## src/rtl/dda_pkg.sv

```systemverilog
// Shared constants and carriers for the bit-serial integrator engine.
// Assumes a single 10 MHz clock and synchronous active-high reset.
package dda_pkg;

  // ----------------------------------------------------------------
  // Geometry
  // ----------------------------------------------------------------
  localparam int unsigned NUM_INTEG   = 22;
  localparam int unsigned WORD_W      = 22;
  localparam int unsigned SECT_LEN    = 48;
  localparam logic [5:0]  SAMPLE_POS  = 6'h00;
  localparam logic [5:0]  NUM_FIRST   = 6'h18;
  localparam logic [5:0]  NUM_LAST    = 6'h2d;
  localparam logic [5:0]  EMIT_POS    = 6'h2f;
  localparam logic [4:0]  LAST_SECT   = 5'h15;
  localparam logic [5:0]  POS_RESET   = 6'h00;
  localparam logic [4:0]  SECT_RESET  = 5'h00;

  // ----------------------------------------------------------------
  // Timing
  // ----------------------------------------------------------------
  localparam int unsigned CLK_PERIOD_NS   = 100;
  localparam int unsigned PULSE_PERIOD_NS = 400;
  localparam int unsigned TICK_DIV = PULSE_PERIOD_NS / CLK_PERIOD_NS;
  localparam logic [3:0]  TICK_LAST = 4'(TICK_DIV - 1);

  // ----------------------------------------------------------------
  // Buffering
  // ----------------------------------------------------------------
  localparam int unsigned FIFO_DEPTH = 8;

  // ----------------------------------------------------------------
  // Carriers
  // ----------------------------------------------------------------
  typedef struct packed {
    logic independentIncrement;
    logic integrandIncrement;
  } slot_in_s;

  typedef struct packed {
    logic [4:0] section;
    logic       outputIncrement;
  } incr_s;

  localparam int unsigned INCR_W = $bits(incr_s);

endpackage : dda_pkg

```

## src/rtl/serial_dda_integrator_core.sv

```systemverilog
// Bit-serial integrator engine: 22 integrators time-share one adder pair.
// Assumes increments for the active section are valid on incIn at the
// section's first timing pulse, and a consumer drains outData.
//
// Summary of operation
// - 22 integrators take turns on one serial arithmetic section.
// - Integrand and remainder words are each 22 bits wide.
// - Integrand gains one on a present pulse, loses one when absent.
// - Remainder gains the integrand on a pulse, loses it otherwise.
// - Output increment is the remainder adder overflow.
// - Overflow tap bit sets remainder capacity, hence scale constant.
// - Every increment slot carries plus one as pulse, minus one as none.
// - Values live in recirculating serial stores feeding one adder pair.
// - Position counts modulo 48; its wrap steps section modulo 22.
// - Operands stream LSB first, equal weights in the same slot.
// - Remainder carry at the tap bit is emitted as output at the last section position.
`timescale 1ns/100ps
`default_nettype none

module serial_dda_integrator_core
  import dda_pkg::*;
(
  input  wire logic       clk,
  input  wire logic       srst,
  input  wire slot_in_s   incIn,
  input  wire logic [4:0] scaleTap,
  output logic [4:0]      sectionIdx,
  output logic [5:0]      position,
  output logic            outValid,
  input  wire logic       outReady,
  output incr_s           outData
);

  // ----------------------------------------------------------------
  // Declarations
  // ----------------------------------------------------------------
  logic [WORD_W-1:0] integrandMem [NUM_INTEG];
  logic [WORD_W-1:0] remainderMem [NUM_INTEG];

  logic [3:0]  tickCnt_r, tickCnt_nxt;
  logic [5:0]  pos_r, pos_nxt;
  logic [4:0]  sect_r, sect_nxt;
  logic        dxHeld_r, dxHeld_nxt;
  logic        dyHeld_r, dyHeld_nxt;
  logic        yCarry_r, yCarry_nxt;
  logic        rCarry_r, rCarry_nxt;
  logic        ovf_r, ovf_nxt;
  logic        outValid_r, outValid_nxt;
  incr_s       outData_r, outData_nxt;

  logic        tick;
  logic        advance;
  logic        numeric;
  logic [4:0]  bitIdx;
  logic        yOld, yAdd, yCin, ySum, yCout;
  logic        rOld, rAdd, rCin, rSum, rCout;
  logic [WORD_W-1:0] yWordNxt, rWordNxt;
  logic        fifoInReady;
  logic        fifoPush;
  logic        fifoOutValid;
  logic        fifoPop;
  incr_s       fifoInData;
  incr_s       fifoOutData;

  // Full adder carry, used by both serial adders
  function automatic logic maj(input logic a, input logic b, input logic c);
    maj = (a & b) | (a & c) | (b & c);
  endfunction

  // ----------------------------------------------------------------
  // Timing pulse divider and stall
  // ----------------------------------------------------------------
  // Emit slot waits for FIFO room so no output increment is ever dropped
  assign tick     = (tickCnt_r == TICK_LAST);
  assign fifoPush = tick && (pos_r == EMIT_POS) && fifoInReady;
  assign advance  = tick && ((pos_r != EMIT_POS) || fifoInReady);

  always_comb begin
    tickCnt_nxt = tick ? 4'h0 : tickCnt_r + 4'h1;
  end

  // ----------------------------------------------------------------
  // Position and section counters
  // ----------------------------------------------------------------
  // Section index picks which stored integrator the shared adders serve
  always_comb begin
    pos_nxt  = pos_r;
    sect_nxt = sect_r;
    if (advance) begin
      if (pos_r == EMIT_POS) begin
        pos_nxt  = POS_RESET;
        if (sect_r == LAST_SECT) begin
          sect_nxt = SECT_RESET;
        end else begin
          sect_nxt = sect_r + 5'h01;
        end
      end else begin
        pos_nxt = pos_r + 6'h01;
      end
    end
  end

  // ----------------------------------------------------------------
  // Increment capture
  // ----------------------------------------------------------------
  // One slot per section: a pulse is plus one, no pulse is minus one
  always_comb begin
    dxHeld_nxt = dxHeld_r;
    dyHeld_nxt = dyHeld_r;
    if (advance && (pos_r == SAMPLE_POS)) begin
      dxHeld_nxt = incIn.independentIncrement;
      dyHeld_nxt = incIn.integrandIncrement;
    end
  end

  // ----------------------------------------------------------------
  // Serial arithmetic section
  // ----------------------------------------------------------------
  assign numeric = (pos_r >= NUM_FIRST) && (pos_r <= NUM_LAST);
  assign bitIdx  = 5'(pos_r - NUM_FIRST);

  // Both stores present their LSB in the same slot, so weights line up
  always_comb begin
    yOld  = integrandMem[sect_r][0];
    rOld  = remainderMem[sect_r][0];
    // Minus one is an all-ones addend; plus one is a carry-in of one
    yAdd  = ~dyHeld_r;
    yCin  = (bitIdx == 5'h00) ? dyHeld_r : yCarry_r;
    ySum  = yOld ^ yAdd ^ yCin;
    yCout = maj(yOld, yAdd, yCin);
    // Subtraction adds the complement of y plus one
    rAdd  = yOld ^ ~dxHeld_r;
    rCin  = (bitIdx == 5'h00) ? ~dxHeld_r : rCarry_r;
    rSum  = rOld ^ rAdd ^ rCin;
    rCout = maj(rOld, rAdd, rCin);
  end

  // Carries chain bit to bit; overflow is taken at the chosen tap
  always_comb begin
    yCarry_nxt = yCarry_r;
    rCarry_nxt = rCarry_r;
    ovf_nxt    = ovf_r;
    if (advance && numeric) begin
      yCarry_nxt = yCout;
      rCarry_nxt = rCout;
      if (bitIdx == scaleTap) begin
        ovf_nxt = rCout;
      end
    end
  end

  // Recirculate: LSB leaves, new bit enters at MSB, 22 shifts per pass
  always_comb begin
    yWordNxt = {ySum, integrandMem[sect_r][WORD_W-1:1]};
    // Bits above the tap are held at zero so capacity is 2^(tap+1)
    rWordNxt = {(bitIdx > scaleTap) ? 1'b0 : rSum,
                remainderMem[sect_r][WORD_W-1:1]};
  end

  // Serial stores; cleared at reset so every integrator starts from zero
  always_ff @(posedge clk) begin
    if (srst) begin
      for (int i = 0; i < NUM_INTEG; i++) begin
        integrandMem[i] <= '0;
        remainderMem[i] <= '0;
      end
    end else if (advance && numeric) begin
      integrandMem[sect_r] <= yWordNxt;
      remainderMem[sect_r] <= rWordNxt;
    end
  end

  // ----------------------------------------------------------------
  // Output buffering
  // ----------------------------------------------------------------
  assign fifoInData = '{section: sect_r, outputIncrement: ovf_r};

  incr_fifo #(
    .W     (INCR_W),
    .DEPTH (FIFO_DEPTH)
  ) u_fifo (
    .clk      (clk),
    .srst     (srst),
    .inValid  (fifoPush),
    .inReady  (fifoInReady),
    .inData   (fifoInData),
    .outValid (fifoOutValid),
    .outReady (fifoPop),
    .outData  (fifoOutData)
  );

  // Output stage keeps every top output on a flop
  assign fifoPop = fifoOutValid && (!outValid_r || outReady);

  always_comb begin
    outValid_nxt = outValid_r;
    outData_nxt  = outData_r;
    if (fifoPop) begin
      outValid_nxt = 1'b1;
      outData_nxt  = fifoOutData;
    end else if (outReady) begin
      outValid_nxt = 1'b0;
    end
  end

  // ----------------------------------------------------------------
  // State registers
  // ----------------------------------------------------------------
  always_ff @(posedge clk) begin
    if (srst) begin
      tickCnt_r  <= 4'h0;
      pos_r      <= POS_RESET;
      sect_r     <= SECT_RESET;
      dxHeld_r   <= 1'b0;
      dyHeld_r   <= 1'b0;
      yCarry_r   <= 1'b0;
      rCarry_r   <= 1'b0;
      ovf_r      <= 1'b0;
      outValid_r <= 1'b0;
      outData_r  <= '0;
    end else begin
      tickCnt_r  <= tickCnt_nxt;
      pos_r      <= pos_nxt;
      sect_r     <= sect_nxt;
      dxHeld_r   <= dxHeld_nxt;
      dyHeld_r   <= dyHeld_nxt;
      yCarry_r   <= yCarry_nxt;
      rCarry_r   <= rCarry_nxt;
      ovf_r      <= ovf_nxt;
      outValid_r <= outValid_nxt;
      outData_r  <= outData_nxt;
    end
  end

  assign sectionIdx = sect_r;
  assign position   = pos_r;
  assign outValid   = outValid_r;
  assign outData    = outData_r;

endmodule // serial_dda_integrator_core

`default_nettype wire

```

## src/rtl/incr_fifo.sv

```systemverilog
// Small synchronous FIFO for output increment words.
// Assumes one clock and synchronous active-high reset.
`timescale 1ns/100ps
`default_nettype none

module incr_fifo #(
  parameter int unsigned W     = 6,
  parameter int unsigned DEPTH = 8
) (
  input  wire logic         clk,
  input  wire logic         srst,
  input  wire logic         inValid,
  output logic              inReady,
  input  wire logic [W-1:0] inData,
  output logic              outValid,
  input  wire logic         outReady,
  output logic [W-1:0]      outData
);

  localparam int unsigned PW = (DEPTH > 1) ? $clog2(DEPTH) : 1;
  localparam int unsigned CW = $clog2(DEPTH + 1);
  localparam logic [CW-1:0] FULL_CNT = CW'(DEPTH);
  localparam logic [PW-1:0] LAST_PTR = PW'(DEPTH - 1);

  logic [W-1:0]  mem [DEPTH];
  logic [PW-1:0] wrPtr_r, wrPtr_nxt;
  logic [PW-1:0] rdPtr_r, rdPtr_nxt;
  logic [CW-1:0] count_r, count_nxt;
  logic          push;
  logic          pop;

  // ----------------------------------------------------------------
  // Flags and pointers
  // ----------------------------------------------------------------
  assign inReady  = (count_r != FULL_CNT);
  assign outValid = (count_r != '0);
  assign outData  = mem[rdPtr_r];
  assign push     = inValid && inReady;
  assign pop      = outValid && outReady;

  // Next pointer and occupancy values
  always_comb begin
    wrPtr_nxt = wrPtr_r;
    rdPtr_nxt = rdPtr_r;
    count_nxt = count_r;
    if (push) begin
      wrPtr_nxt = (wrPtr_r == LAST_PTR) ? '0 : wrPtr_r + 1'b1;
    end
    if (pop) begin
      rdPtr_nxt = (rdPtr_r == LAST_PTR) ? '0 : rdPtr_r + 1'b1;
    end
    if (push && !pop) begin
      count_nxt = count_r + 1'b1;
    end else if (pop && !push) begin
      count_nxt = count_r - 1'b1;
    end
  end

  // Registers; storage itself needs no reset since count gates reads
  always_ff @(posedge clk) begin
    if (srst) begin
      wrPtr_r <= '0;
      rdPtr_r <= '0;
      count_r <= '0;
    end else begin
      wrPtr_r <= wrPtr_nxt;
      rdPtr_r <= rdPtr_nxt;
      count_r <= count_nxt;
    end
    if (push) begin
      mem[wrPtr_r] <= inData;
    end
  end

endmodule // incr_fifo

`default_nettype wire

```

## config.mk

```make
export PLATFORM = sky130hd
export DESIGN_NAME = serial_dda_integrator_core
export DESIGN_NICKNAME = d
export VERILOG_FILES = /design/src/rtl/dda_pkg.sv /design/src/rtl/serial_dda_integrator_core.sv /design/src/rtl/incr_fifo.sv
export SDC_FILE = /design/constraint.sdc
export NUM_CORES = 2
export LEC_CHECK = 0
export BUFFER_PORTS_ARGS = -buffer_cell sky130_fd_sc_hd__buf_2
export CAP_MARGIN = 20
export CELL_PAD_IN_SITES_DETAIL_PLACEMENT = 0
export CELL_PAD_IN_SITES_GLOBAL_PLACEMENT = 1
export CORE_MARGIN = 2
export CORE_UTILIZATION = 50
export DETAILED_ROUTE_END_ITERATION = 8
export GPL_ROUTABILITY_DRIVEN = 0
export GPL_TIMING_DRIVEN = 0
export MAX_ROUTING_LAYER = met4
export PLACE_DENSITY_LB_ADDON = 0.1
export SYNTH_ARGS = -nofsm -noshare
export SYNTH_HDL_FRONTEND = slang
export SYNTH_HIERARCHICAL = 1
export SYNTH_SLANG_ARGS = --single-unit
```

## constraint.sdc

```tcl
create_clock -name clk -period 9.45 [get_ports clk]
set_input_delay 0.4725 -clock clk [delete_from_list [all_inputs] [get_ports clk]]
set_output_delay 0.4725 -clock clk [all_outputs]
set_load 0.05 [all_outputs]
```

==> flow_metrics.env <==
export IMPL_outcome="finished clean"
export IMPL_period_needed_ns=5.442
export IMPL_cts_tree="done"
export IMPL_whs_path_depth=3
export IMPL_drc=0
export IMPL_via_per_inst=6.240
export IMPL_fp_dieH_um=361.9
export IMPL_critPathLaunchType="register"
export IMPL_port_buffers=27
export IMPL_routedWlPerCell_um=33.88
export IMPL_synthDistinctLibCells=57
export IMPL_min_path_type="in -> reg"
export IMPL_worst_slew_pin_slew_ns=1.217
export IMPL_syn_avg_cell_area_sq_um=14.30
export IMPL_crit_path_end_kind="register"
export IMPL_cp_max_fo=10
export IMPL_hold_viol=0
export IMPL_dpl_hpwl_mm=142.5
export IMPL_ios=28
export IMPL_ys_seq_elements=1501
export IMPL_cts_setup_buffers=0
export IMPL_num_vias=40630
export IMPL_drive_above_1_share_pct=11.94
export IMPL_setup_tns_ns=0
export IMPL_path_clk_slew_ns=0.06
export IMPL_routed_wl_mm=220.6
export IMPL_num_rows=131
export IMPL_finalSetupViolCount=0
export IMPL_dp_slack_ns=4.039
export IMPL_ant_nets=0
export IMPL_path_class="reg -> reg"
export IMPL_grt_pass1_wl_mm=302.1
export IMPL_grt_overflow=0
export IMPL_cp_required_ns=9.95
export IMPL_rsz0062_at_grt="no"
export IMPL_drtIter0Drc=5887
export IMPL_grt_max_degree=45
export IMPL_firstDrtPassIters=5
export IMPL_yosys_warnings=6
export IMPL_postSynthCellCount=4479
export IMPL_netlist_area_leader_share_pct=68.28
export IMPL_min_period_over_period_pct=57.59
export IMPL_yosysTopAreaCell="edfxtp_1"
export IMPL_ys_seq_area_share_pct=69.69
export IMPL_cts_buffers_inserted=157
export IMPL_min_from="srst"
export IMPL_ir_worst_vdd_v=0.0001999
export IMPL_clk_latency_ns=0.81
export IMPL_initial_utilization_pct=50.28
export IMPL_synth_edf_count=1456
export IMPL_finalClockSkew_ns=0.02871
export IMPL_post_cts_resized=0
export IMPL_die_w_um=361.9
export IMPL_synthesis_area_sq_um=64030
export IMPL_yosys_top_cells_area="edfxtp_1, mux2i_1, nor2_1"
export IMPL_syn_to_final_growth_pct=13.35
export IMPL_grtUsageTotal_pct=34.57
export IMPL_dominantRegCellSynth="edfxtp_1"
export IMPL_fin_nets=4767
export IMPL_syn_nets=4514
export IMPL_drv_cap=0
export IMPL_p_per_area_nw_per_um2=190.3
export IMPL_worst_slack_ns=4.008
export IMPL_relSlewSlack_pct=18.87
export IMPL_clk_path_buf_depth=3
export IMPL_coreArea_sq_um=127400
export IMPL_antenna_found_initial=2
export IMPL_reg2reg_depth=9
export IMPL_cp_arrival_ns=5.94
export IMPL_num_fill_cells=10140
export IMPL_drv_slew=0
export IMPL_max_freq_mhz=183.7
export IMPL_async_flop_share_pct=0
export IMPL_p_leak_nw=24.27
export IMPL_fp_dieArea_sq_um=130900
export IMPL_cts_sinks=1501
export IMPL_h_tree_depth=4
export IMPL_grt_pass1_vias=39460
export IMPL_cts_root_buf="clkbuf_16"
critical path, cell delays in order, from the launching register on:
cell and delay, ns:
dfxtp_1 0.76, nand2b_1 0.19, clkbuf_1 0.51, clkbuf_1 0.80, a21oi_1 0.12, nor4_2 0.85
xnor2_1 0.19, fa_1 0.75, clkbuf_1 0.34, nor2_1 0.62
what timing repair did:
action                                  in CTS  in global routing
endpoints found under the setup margin       0                  0
hold buffers                                 3                  0
hold endpoints to repair                     3                  0
layout make-up:
class / instances / area, sq um / area share [%]
Antenna cell: 1 / 2.502 / 0.003448
Clock inverter: 77 / 658.1 / 0.9067
Buffer: 412 / 2604 / 3.587
Sequential cell: 1501 / 44620 / 61.48
Clock buffer: 198 / 4165 / 5.739
Multi-Input combinational cell: 2506 / 16830 / 23.18
Inverter: 60 / 225.2 / 0.3103
Timing Repair Buffer: 94 / 1398 / 1.926
Tap cell: 1662 / 2079 / 2.865
power by group:
| group | switching (W) | total [W] | internal (W) |
|---|---|---|---|
| Combinational | 0.000295 | 0.000401 | 0.000107 |
| Sequential | 0.0000384 | 0.00745 | 0.00741 |
| Clock | 0.00262 | 0.00596 | 0.00334 |
placed cells by master (no fill, tap or decap), types with 14 or more instances in the layout:
| master | n |
|---|---|
| buf_8 | 16 |
| nor3_1 | 30 |
| clkbuf_1 | 214 |
| clkinv_2 | 23 |
| inv_1 | 59 |
| ha_1 | 22 |
| or4_1 | 43 |
| buf_4 | 33 |
| mux2i_1 | 695 |
| nor2_1 | 974 |
| nand2b_4 | 22 |
| buf_2 | 100 |
| dfxtp_1 | 45 |
| nand2_1 | 60 |
| clkbuf_16 | 161 |
| clkinv_1 | 31 |
| buf_1 | 14 |
| a22oi_1 | 344 |
| edfxtp_1 | 1456 |
| a21oi_1 | 193 |
| buf_12 | 32 |
| buf_6 | 111 |
layer usage:
metal	share of wire, %	wire length (um)	global-route usage [%]	up-vias
met5	0	0	-	-
met4	4.9	10810	14.93	0
met3	9.9	21780	6.805	523
met2	46	102000	52.97	2367
met1	39	85940	45.15	20660
li1	-	-	-	17080
path summary, 6_finish.rpt:
kind	end	slack (ns)
setup / recovery	remainderMem[29][21]$_DFFE_PP_	4.01
setup reg to reg	remainderMem[29][21]$_DFFE_PP_	4.01
hold reg to reg	yCarry_r$_SDFFE_PP0P_	0.45
hold / removal	u_fifo/count_r[3]$_SDFFE_PP0P_	0.10
sequential cells by signal, indices dropped and copies added (netlist names), named ones only:
name and flops:
rCarry_r 1, integrandMem 704, dxHeld_r 1, remainderMem 704, outData 6, tickCnt_r 4, dyHeld_r 1, ovf_r 1
outValid 1, u_fifo/count_r 4, sectionIdx 5, position 6, u_fifo/wrPtr_r 3, yCarry_r 1, u_fifo/rdPtr_r 3, u_fifo/mem 48
synth_stat cells (3+ instances only):
| cell | number |
|---|---|
| edfxtp_1 | 1456 |
| nor2_1 | 984 |
| mux2i_1 | 695 |
| a22oi_1 | 344 |
| a21oi_1 | 193 |
| clkbuf_1 | 180 |
| buf_6 | 110 |
| buf_2 | 72 |
| nand2_1 | 60 |
| inv_1 | 59 |
| dfxtp_1 | 45 |
| or4_1 | 43 |
| buf_4 | 31 |
| nor3_1 | 30 |
| nand2b_1 | 29 |
| ha_1 | 22 |
| buf_1 | 14 |
| mux4_1 | 12 |
| mux4_2 | 10 |
| nand3_1 | 9 |
| mux2_2 | 8 |
| xor2_1 | 7 |
| nand4_1 | 6 |
| nor3b_1 | 5 |
| and4_1 | 4 |
| nand3b_1 | 4 |
| nor2b_1 | 4 |
| xnor2_1 | 4 |
| clkbuf_4 | 3 |
| fa_1 | 3 |
| nor4_1 | 3 |
| or3_1 | 3 |
kinds of logic (layout without fill, tap and decap cells):
group,Yosys count,count (layout),share of synthesized area [%]
other,0,1,0
muxes,725,725,11.85
buffers and inverters,472,841,4.416
adders and majority gates,25,25,0.5237
xor gates and xnor gates,11,11,0.1505
AOI/OAI and AO/OA,548,548,5.665
and+or+nand+nor,1197,1197,7.707
DFF,1501,1501,69.69
per-stage QoR:
step	instances	hold slack [ns]	instance area (sq um)	power [W]	utilization [%]
after floorplan	4479	0.4319	64030	0.007797	-
after global placement	6168	0.4423	66250	0.007965	52.02
after detailed placement	6228	0.4456	67650	0.007982	53.12
after global routing	6510	0.1205	72580	0.01408	56.99
final	6511	0.1007	72580	0.01381	56.99
after CTS	6506	0.05195	72500	0.01381	56.93
(Power assumes the default switching activity.)
